==> src/common/anticoll_pkg.sv <==
// Package for the tag anticollision state machine: decoded commands, states, carriers.
// Assumes a frame decoder upstream delivers one decoded command per pulse.
package anticoll_pkg;
  localparam int ID_W = 8;
  localparam int SLOT_W = 4;
  localparam logic [15:0] LFSR_SEED_DEFAULT = 16'hACE1;
  localparam logic [15:0] LFSR_TAPS = 16'hB400;
  localparam logic [ID_W-1:0] ID_RESET = 8'h00;
  localparam logic [SLOT_W-1:0] SLOT_ZERO = 4'h0;

  typedef enum logic [2:0] {
    CMD_NONE,
    CMD_START_INV,
    CMD_SLOT_ZERO,
    CMD_SLOT_ADV,
    CMD_CHOOSE,
    CMD_COMPLETE
  } cmd_code_t;

  typedef enum {
    ST_READY,
    ST_INVENTORY,
    ST_SELECTED,
    ST_DESELECTED,
    ST_DEACTIVATED
  } tag_state_t;

  typedef struct packed {
    cmd_code_t code;
    logic [SLOT_W-1:0] slot_number_param;
    logic [ID_W-1:0] id_param;
  } cmd_t;

  typedef struct packed {
    logic valid;
    logic [ID_W-1:0] session_tag_number;
  } answer_t;
endpackage

==> src/hdl/rand_source.sv <==
// Free-running Galois LFSR giving the tag's random values.
// Assumes each tag gets a distinct seed at integration, so tags differ.
`timescale 1ns/10ps
module rand_source #(
  parameter logic [15:0] SEED = anticoll_pkg::LFSR_SEED_DEFAULT
) (
  // Clock and reset
  input wire logic core_clk,
  input wire logic rstn,
  // Random word
  output logic [15:0] rnd
);
  logic [15:0] lfsr_r;
  logic [15:0] lfsr_nxt;
  assign lfsr_nxt = lfsr_r[0] ? ((lfsr_r >> 1) ^ anticoll_pkg::LFSR_TAPS) : (lfsr_r >> 1);
  assign rnd = lfsr_r;

  // Reset to a per-tag seed; never zero so it cannot lock up
  always_ff @(posedge core_clk) begin
    if (!rstn) begin
      lfsr_r <= (SEED == 16'h0000) ? anticoll_pkg::LFSR_SEED_DEFAULT : SEED;
    end else begin
      lfsr_r <= lfsr_nxt;
    end
  end
endmodule

==> src/hdl/tag_anticollision_sequence.sv <==
// Tag side of the slotted anticollision protocol: state and session identifier.
// Assumes decoded commands arrive as one-cycle pulses on core_clk; rstn is power-up in field.
//
// How it works
// - Slot commands answered only in inventory
// - Ready tag waits for start-inventory first
// - Power-up loads random session identifier
// - Start-inventory in ready or inventory: new id, inventory, answer
// - Slot nibble is identifier's low four bits
// - Slot-zero call rerolls nibble, answers on zero
// - Slot advance answers when number matches nibble
// - Matching choose moves inventory to selected
`timescale 1ns/10ps
module tag_anticollision_sequence #(
  parameter logic [15:0] SEED = anticoll_pkg::LFSR_SEED_DEFAULT
) (
  // Clock and reset
  input wire logic core_clk,
  input wire logic rstn,
  // Decoded command from the frame receiver
  input wire logic cmd_valid,
  input wire anticoll_pkg::cmd_t cmd,
  // Answer to the frame transmitter
  output anticoll_pkg::answer_t answer,
  // Status
  output logic [2:0] tag_state,
  output logic [anticoll_pkg::ID_W-1:0] session_tag_number
);
  localparam int IW = anticoll_pkg::ID_W;
  localparam int SW = anticoll_pkg::SLOT_W;

  logic [15:0] rnd;
  anticoll_pkg::tag_state_t state_r;
  anticoll_pkg::tag_state_t state_nxt;
  logic [IW-1:0] id_r;
  logic [IW-1:0] id_nxt;
  logic seeded_r;
  anticoll_pkg::answer_t ans_r;
  anticoll_pkg::answer_t ans_nxt;

  rand_source #(.SEED(SEED)) u_rand (
    .core_clk(core_clk),
    .rstn(rstn),
    .rnd(rnd)
  );

  wire in_inv = (state_r == anticoll_pkg::ST_INVENTORY);
  wire is_start = cmd_valid && (cmd.code == anticoll_pkg::CMD_START_INV);
  wire is_zero = cmd_valid && (cmd.code == anticoll_pkg::CMD_SLOT_ZERO) && in_inv;
  wire is_adv = cmd_valid && (cmd.code == anticoll_pkg::CMD_SLOT_ADV) && in_inv;
  wire is_choose = cmd_valid && (cmd.code == anticoll_pkg::CMD_CHOOSE);
  wire is_compl = cmd_valid && (cmd.code == anticoll_pkg::CMD_COMPLETE);
  wire id_match = (cmd.id_param == id_r);
  wire [SW-1:0] new_nibble = rnd[SW-1:0];
  wire [SW-1:0] slot_nibble = id_r[SW-1:0];
  wire start_ok = is_start && (state_r == anticoll_pkg::ST_READY
                               || state_r == anticoll_pkg::ST_INVENTORY);
  wire [IW-1:0] new_id = rnd[15:8] ^ rnd[IW-1:0];

  always_comb begin
    state_nxt = state_r;
    id_nxt = id_r;
    ans_nxt = '0;
    if (!seeded_r) begin
      id_nxt = new_id;
    end else if (start_ok) begin
      id_nxt = new_id;
      state_nxt = anticoll_pkg::ST_INVENTORY;
      ans_nxt.valid = 1'b1;
      ans_nxt.session_tag_number = new_id;
    end else if (is_zero) begin
      id_nxt = {id_r[IW-1:SW], new_nibble};
      ans_nxt.valid = (new_nibble == anticoll_pkg::SLOT_ZERO);
      ans_nxt.session_tag_number = {id_r[IW-1:SW], new_nibble};
    end else if (is_adv) begin
      ans_nxt.valid = (cmd.slot_number_param == slot_nibble);
      ans_nxt.session_tag_number = id_r;
    end else if (is_choose) begin
      case (state_r)
        anticoll_pkg::ST_INVENTORY: begin
          if (id_match) begin
            state_nxt = anticoll_pkg::ST_SELECTED;
          end
        end
        anticoll_pkg::ST_SELECTED: begin
          if (!id_match) begin
            state_nxt = anticoll_pkg::ST_DESELECTED;
          end
        end
        anticoll_pkg::ST_DESELECTED: begin
          if (id_match) begin
            state_nxt = anticoll_pkg::ST_SELECTED;
          end
        end
        default: begin
          state_nxt = state_r;
        end
      endcase
    end else if (is_compl && state_r == anticoll_pkg::ST_SELECTED) begin
      state_nxt = anticoll_pkg::ST_DEACTIVATED;
    end
  end

  // Power-up in the field lands in ready; id filled one cycle later from the source
  always_ff @(posedge core_clk) begin
    if (!rstn) begin
      state_r <= anticoll_pkg::ST_READY;
      id_r <= anticoll_pkg::ID_RESET;
      seeded_r <= 1'b0;
      ans_r <= '0;
    end else begin
      state_r <= state_nxt;
      id_r <= id_nxt;
      seeded_r <= 1'b1;
      ans_r <= ans_nxt;
    end
  end

  assign answer = ans_r;
  assign session_tag_number = id_r;
  assign tag_state = 3'(state_r);
endmodule

==> config.mk <==
export PLATFORM = sky130hd
export DESIGN_NAME = tag_anticollision_sequence
export DESIGN_NICKNAME = d
export VERILOG_FILES = /design/src/common/anticoll_pkg.sv /design/src/hdl/rand_source.sv /design/src/hdl/tag_anticollision_sequence.sv
export SDC_FILE = /design/constraint.sdc
export NUM_CORES = 1
export LEC_CHECK = 0
export BUFFER_PORTS_ARGS = -buffer_cell sky130_fd_sc_hd__buf_2
export CAP_MARGIN = 30
export CORE_ASPECT_RATIO = 1.2
export CORE_UTILIZATION = 45
export DETAILED_ROUTE_END_ITERATION = 8
export GPL_TIMING_DRIVEN = 0
export PLACE_DENSITY = 0.68
export SYNTH_ARGS = -nofsm -noshare
export SYNTH_HDL_FRONTEND = slang
export SYNTH_SLANG_ARGS = --single-unit
==> constraint.sdc <==
create_clock -name core_clk -period 4.1 [get_ports core_clk]
set_input_delay 0.205 -clock core_clk [delete_from_list [all_inputs] [get_ports core_clk]]
set_output_delay 0.205 -clock core_clk [all_outputs]
set_load 0.005 [all_outputs]
==> run summary <==
STA
---------------------------------------------------------------------------
Final-report max-slew violation count                                     0
Slew headroom                                                         64.2%
Final Critical Period                                               1.89 ns
Final worst clock skew                                           0.00902 ns
Hold violation count in the final report                                  0
Aggregate negative setup slack                                         0 ns
RSZ-0062 raised after global routing                                  false
Final period utilization                                              46.1%
Worst-margin pin slew                                              0.523 ns
Final worst-path setup slack                                        2.21 ns
Total setup violations reported at the end of the flow                    0
Fmax                                                                529 MHz

ROUTING
---------------------------------------------------------------------------
First-pass iteration count of the detailed router                         4
DRC marker count from the first detailed-route iteration                 69
Total length of routed wires                                   4180 microns
Vias per inst                                                          5.43
Antenna violation net count after detailed routing                        0
Count of vias placed by the detailed router                            1460
Wire per inst                                                  15.5 microns
Detailed-route DRC error count                                            0

OUTCOME
---------------------------------------------------------------------------
Outcome                                                        complete, no violations

POWER
---------------------------------------------------------------------------
Proportion of total power due to net switching                        24.8%
Sequential fraction of design power                                   48.1%
Power density cells                                             403 mW/mm^2
Net Switching                                                      0.207 mW
Power Internal                                                     0.626 mW
Static Leakage                                                     0.861 nW
Fraction of power consumed by combinational cells                     12.1%
Part of the power in the clock network                                39.8%
Peak ir drop on the vdd network                                      223 uV

GLOBAL ROUTING
---------------------------------------------------------------------------
First-pass GRT wire length                                     6950 microns
Maximum number of pins on one net before global-route repair             13
Aggregate global-route resource usage                                 22.9%
Total overflow reported by the global router                              0
Initial antenna violation count                                           0
Number of global-route vias before repair                              1453

LOGIC SYNTHESIS
---------------------------------------------------------------------------
Mapped cell area                                               0.00170 sq mm
Synth Register Bits                                                      37
Synth Instances                                                         172
Synth top area share                                                  43.6%
Top cell type by total area after synthesis                    sky130_fd_sc_hd__dfxtp_1
Distinct cell type count after synthesis                                 44
Yosys warnings                                                            0
Post-synthesis net count                                                190
Dominant cells by area after synthesis                         sky130_fd_sc_hd__dfxtp_1, sky130_fd_sc_hd__xor2_1, sky130_fd_sc_hd__xnor2_1
Synthesized area per cell                                        9.88 sq um
Share of synthesized area occupied by flip-flops and latches          43.6%

CLOCKING
---------------------------------------------------------------------------
Hold-fix buffers, CTS                                                     0
H-tree level count                                                        2
Inserted Clock Buffers                                                    5
CTS sink cnt                                                             37
Clk Latency, worst-skew pair                                        0.30 ns
CTS clk-pin slew, worst paths                                       0.07 ns
Post-cts sizing count                                                     0
CTS tree                                                               done
Clock root buffer                                              sky130_fd_sc_hd__clkbuf_8
Number of buffers inserted to repair setup after CTS                      0
Clock tree buffer depth                                                   2

LAYOUT
---------------------------------------------------------------------------
Most common cell after layout, fill and taps aside             sky130_fd_sc_hd__buf_2
Filler Cells Inserted                                                   336
Final #Nets                                                             234
Area Growth Syn to Fin                                                21.8%
# diodes                                                                  0
Area used by multi-input combinational logic                      888 sq um
Area used by sequential logic in the layout                       741 sq um
Most used cells in the layout excluding fill and tap cells     sky130_fd_sc_hd__buf_2, sky130_fd_sc_hd__dfxtp_1, sky130_fd_sc_hd__nor2_1, sky130_fd_sc_hd__xor2_1
Fraction of layout cells with a size suffix above 1                   28.6%

DIE
---------------------------------------------------------------------------
Effective utilization at floorplan                                    46.8%
Top-level port count                                                     38
Die X                                                          58.1 microns
Total Die Area                                                 0.00403 sq mm
Core footprint                                                 0.00363 sq mm
DIE HEIGHT                                                     69.3 microns
Placement Rows                                                           24

WORST HOLD PATH
---------------------------------------------------------------------------
Worst min-delay path category                                        in2reg
Instance count along the most critical hold path                          1

FLOW RUN
---------------------------------------------------------------------------
Max-cap violation count                                                   0

PLACE
---------------------------------------------------------------------------
RD Place Congestion                                                   0.850
Detail Placement HPWL                                          3050 microns
Count of buffers from port buffering                                     37
Dpl ws                                                              2.26 ns

SETUP PATH
---------------------------------------------------------------------------
Register-to-register path setup slack                               2.21 ns
Req. time, crit path                                                4.29 ns
Depth of the worst register-to-register path                              6
Kind of critical path                                               reg2reg
Max Fanout on Critical Path                                              10
Critical path endpoint category                                   flip-flop
Startpoint Class                                                  flip-flop
Data arrival at the endpoint of the critical path                   2.08 ns

==> sequential cells by signal, summed over array words and instances (netlist names) <==
| signal | cells |
|---|---|
| answer | 9 |
| seeded_r | 1 |
| session_tag_number | 8 |
| state_r | 3 |
| u_rand.rnd | 16 |
==> synthesized netlist by cell type <==
library cell,n
sky130_fd_sc_hd__nand2_1,4
sky130_fd_sc_hd__o41ai_1,1
sky130_fd_sc_hd__nor3_4,1
sky130_fd_sc_hd__o21ai_2,2
sky130_fd_sc_hd__and2_1,7
sky130_fd_sc_hd__or2_0,1
sky130_fd_sc_hd__a2111oi_2,1
sky130_fd_sc_hd__or4b_4,1
sky130_fd_sc_hd__nor2_4,1
sky130_fd_sc_hd__o31a_1,5
sky130_fd_sc_hd__nor2_2,1
sky130_fd_sc_hd__a32o_1,4
sky130_fd_sc_hd__dfxtp_1,37
sky130_fd_sc_hd__nand3b_1,2
sky130_fd_sc_hd__nor2b_1,4
sky130_fd_sc_hd__or3b_2,1
sky130_fd_sc_hd__buf_6,1
sky130_fd_sc_hd__a2bb2oi_1,4
sky130_fd_sc_hd__inv_1,4
sky130_fd_sc_hd__or2_2,1
sky130_fd_sc_hd__nor3b_1,4
sky130_fd_sc_hd__nor3_1,4
sky130_fd_sc_hd__buf_4,2
sky130_fd_sc_hd__a211oi_1,4
sky130_fd_sc_hd__nand3_1,1
sky130_fd_sc_hd__o221a_2,2
sky130_fd_sc_hd__a21oi_1,5
sky130_fd_sc_hd__o211ai_1,1
sky130_fd_sc_hd__nor2_1,12
sky130_fd_sc_hd__o21ai_0,4
sky130_fd_sc_hd__xnor2_1,7
sky130_fd_sc_hd__a21o_1,1
sky130_fd_sc_hd__a32oi_1,4
sky130_fd_sc_hd__buf_2,2
sky130_fd_sc_hd__a2111oi_0,2
sky130_fd_sc_hd__nand2b_1,6
sky130_fd_sc_hd__and3b_1,4
sky130_fd_sc_hd__o21bai_1,1
sky130_fd_sc_hd__o41a_1,1
sky130_fd_sc_hd__clkbuf_1,5
sky130_fd_sc_hd__nor3_2,1
sky130_fd_sc_hd__xor2_1,12
sky130_fd_sc_hd__nor4_1,3
sky130_fd_sc_hd__or3b_1,1
==> worst max-delay path, stage by stage (launching register included) <==
cell and delay (ns):
sky130_fd_sc_hd__dfxtp_1 0.37, sky130_fd_sc_hd__or3b_2 0.47, sky130_fd_sc_hd__buf_2 0.20, sky130_fd_sc_hd__o21ai_2 0.16, sky130_fd_sc_hd__buf_4 0.20, sky130_fd_sc_hd__nor3b_1 0.07
sky130_fd_sc_hd__o31a_1 0.30
==> area by class of cell <==
class | instances | share of cell area [%]
plain buffers | 10 | 2.66
multi-input cells | 121 | 42.9
repair buffers | 37 | 8.95
well taps | 52 | 3.14
clock buffers | 6 | 3.99
inverters | 4 | 0.726
clock inverters | 2 | 1.81
flip-flops and latches | 37 | 35.8
==> cell families (layout without fill, tap and decap cells) <==
kind of cell    after synthesis  count (layout)  synth area share (%)
buf+inv                      14              59                  4.12
xor+xnor                     19              19                  9.79
compound gates               42              42                  20.3
flops                        37              37                  43.6
simple gates                 60              60                  22.2
==> path summary, 6_finish.rpt <==
kind                            start                                 end
max           state_r[1]$_SDFFE_PN0P_  session_tag_number[3]$_SDFFE_PN0P_
min reg2reg  u_rand.rnd[6]$_SDFF_PN1_            u_rand.rnd[5]$_SDFF_PN1_
max reg2reg   state_r[1]$_SDFFE_PN0P_  session_tag_number[3]$_SDFFE_PN0P_
min                              rstn                    seeded_r$_DFF_P_
==> stage by stage <==
stage | instance area (sq um) | cells | total power [mW] | hold WS [ns] | utilization [%]
global placement | 1950 | 261 | 0.505 | 0.388 | 53.7
floorplan | 1700 | 172 | 0.470 | 0.233 | -
finish | 2070 | 269 | 0.833 | 0.0841 | 57.0
detailed placement | 1950 | 261 | 0.509 | 0.386 | 53.7
global route | 2070 | 269 | 0.867 | 0.0999 | 57.0
CTS | 2070 | 269 | 0.839 | 0.0754 | 57.0
==> layer usage <==
layer	wire length, microns	global-route usage [%]	up-vias
li1	-	-	710
met1	1750	27.7	694
met2	2130	38.4	48
met3	225	5.78	8
met4	70	8.47	0
met5	0	0	-
==> power groups by stage <==
stage                     registers, mW  logic (mW)  clock network, mW
after detailed placement          0.409      0.0997                  0
after global routing              0.404       0.111              0.352
after global placement            0.408      0.0963                  0
final                             0.401       0.100              0.331
after CTS                         0.401       0.101              0.337
after floorplan                   0.404      0.0662                  0
Note: power is estimated with default switching activity, not from simulation.
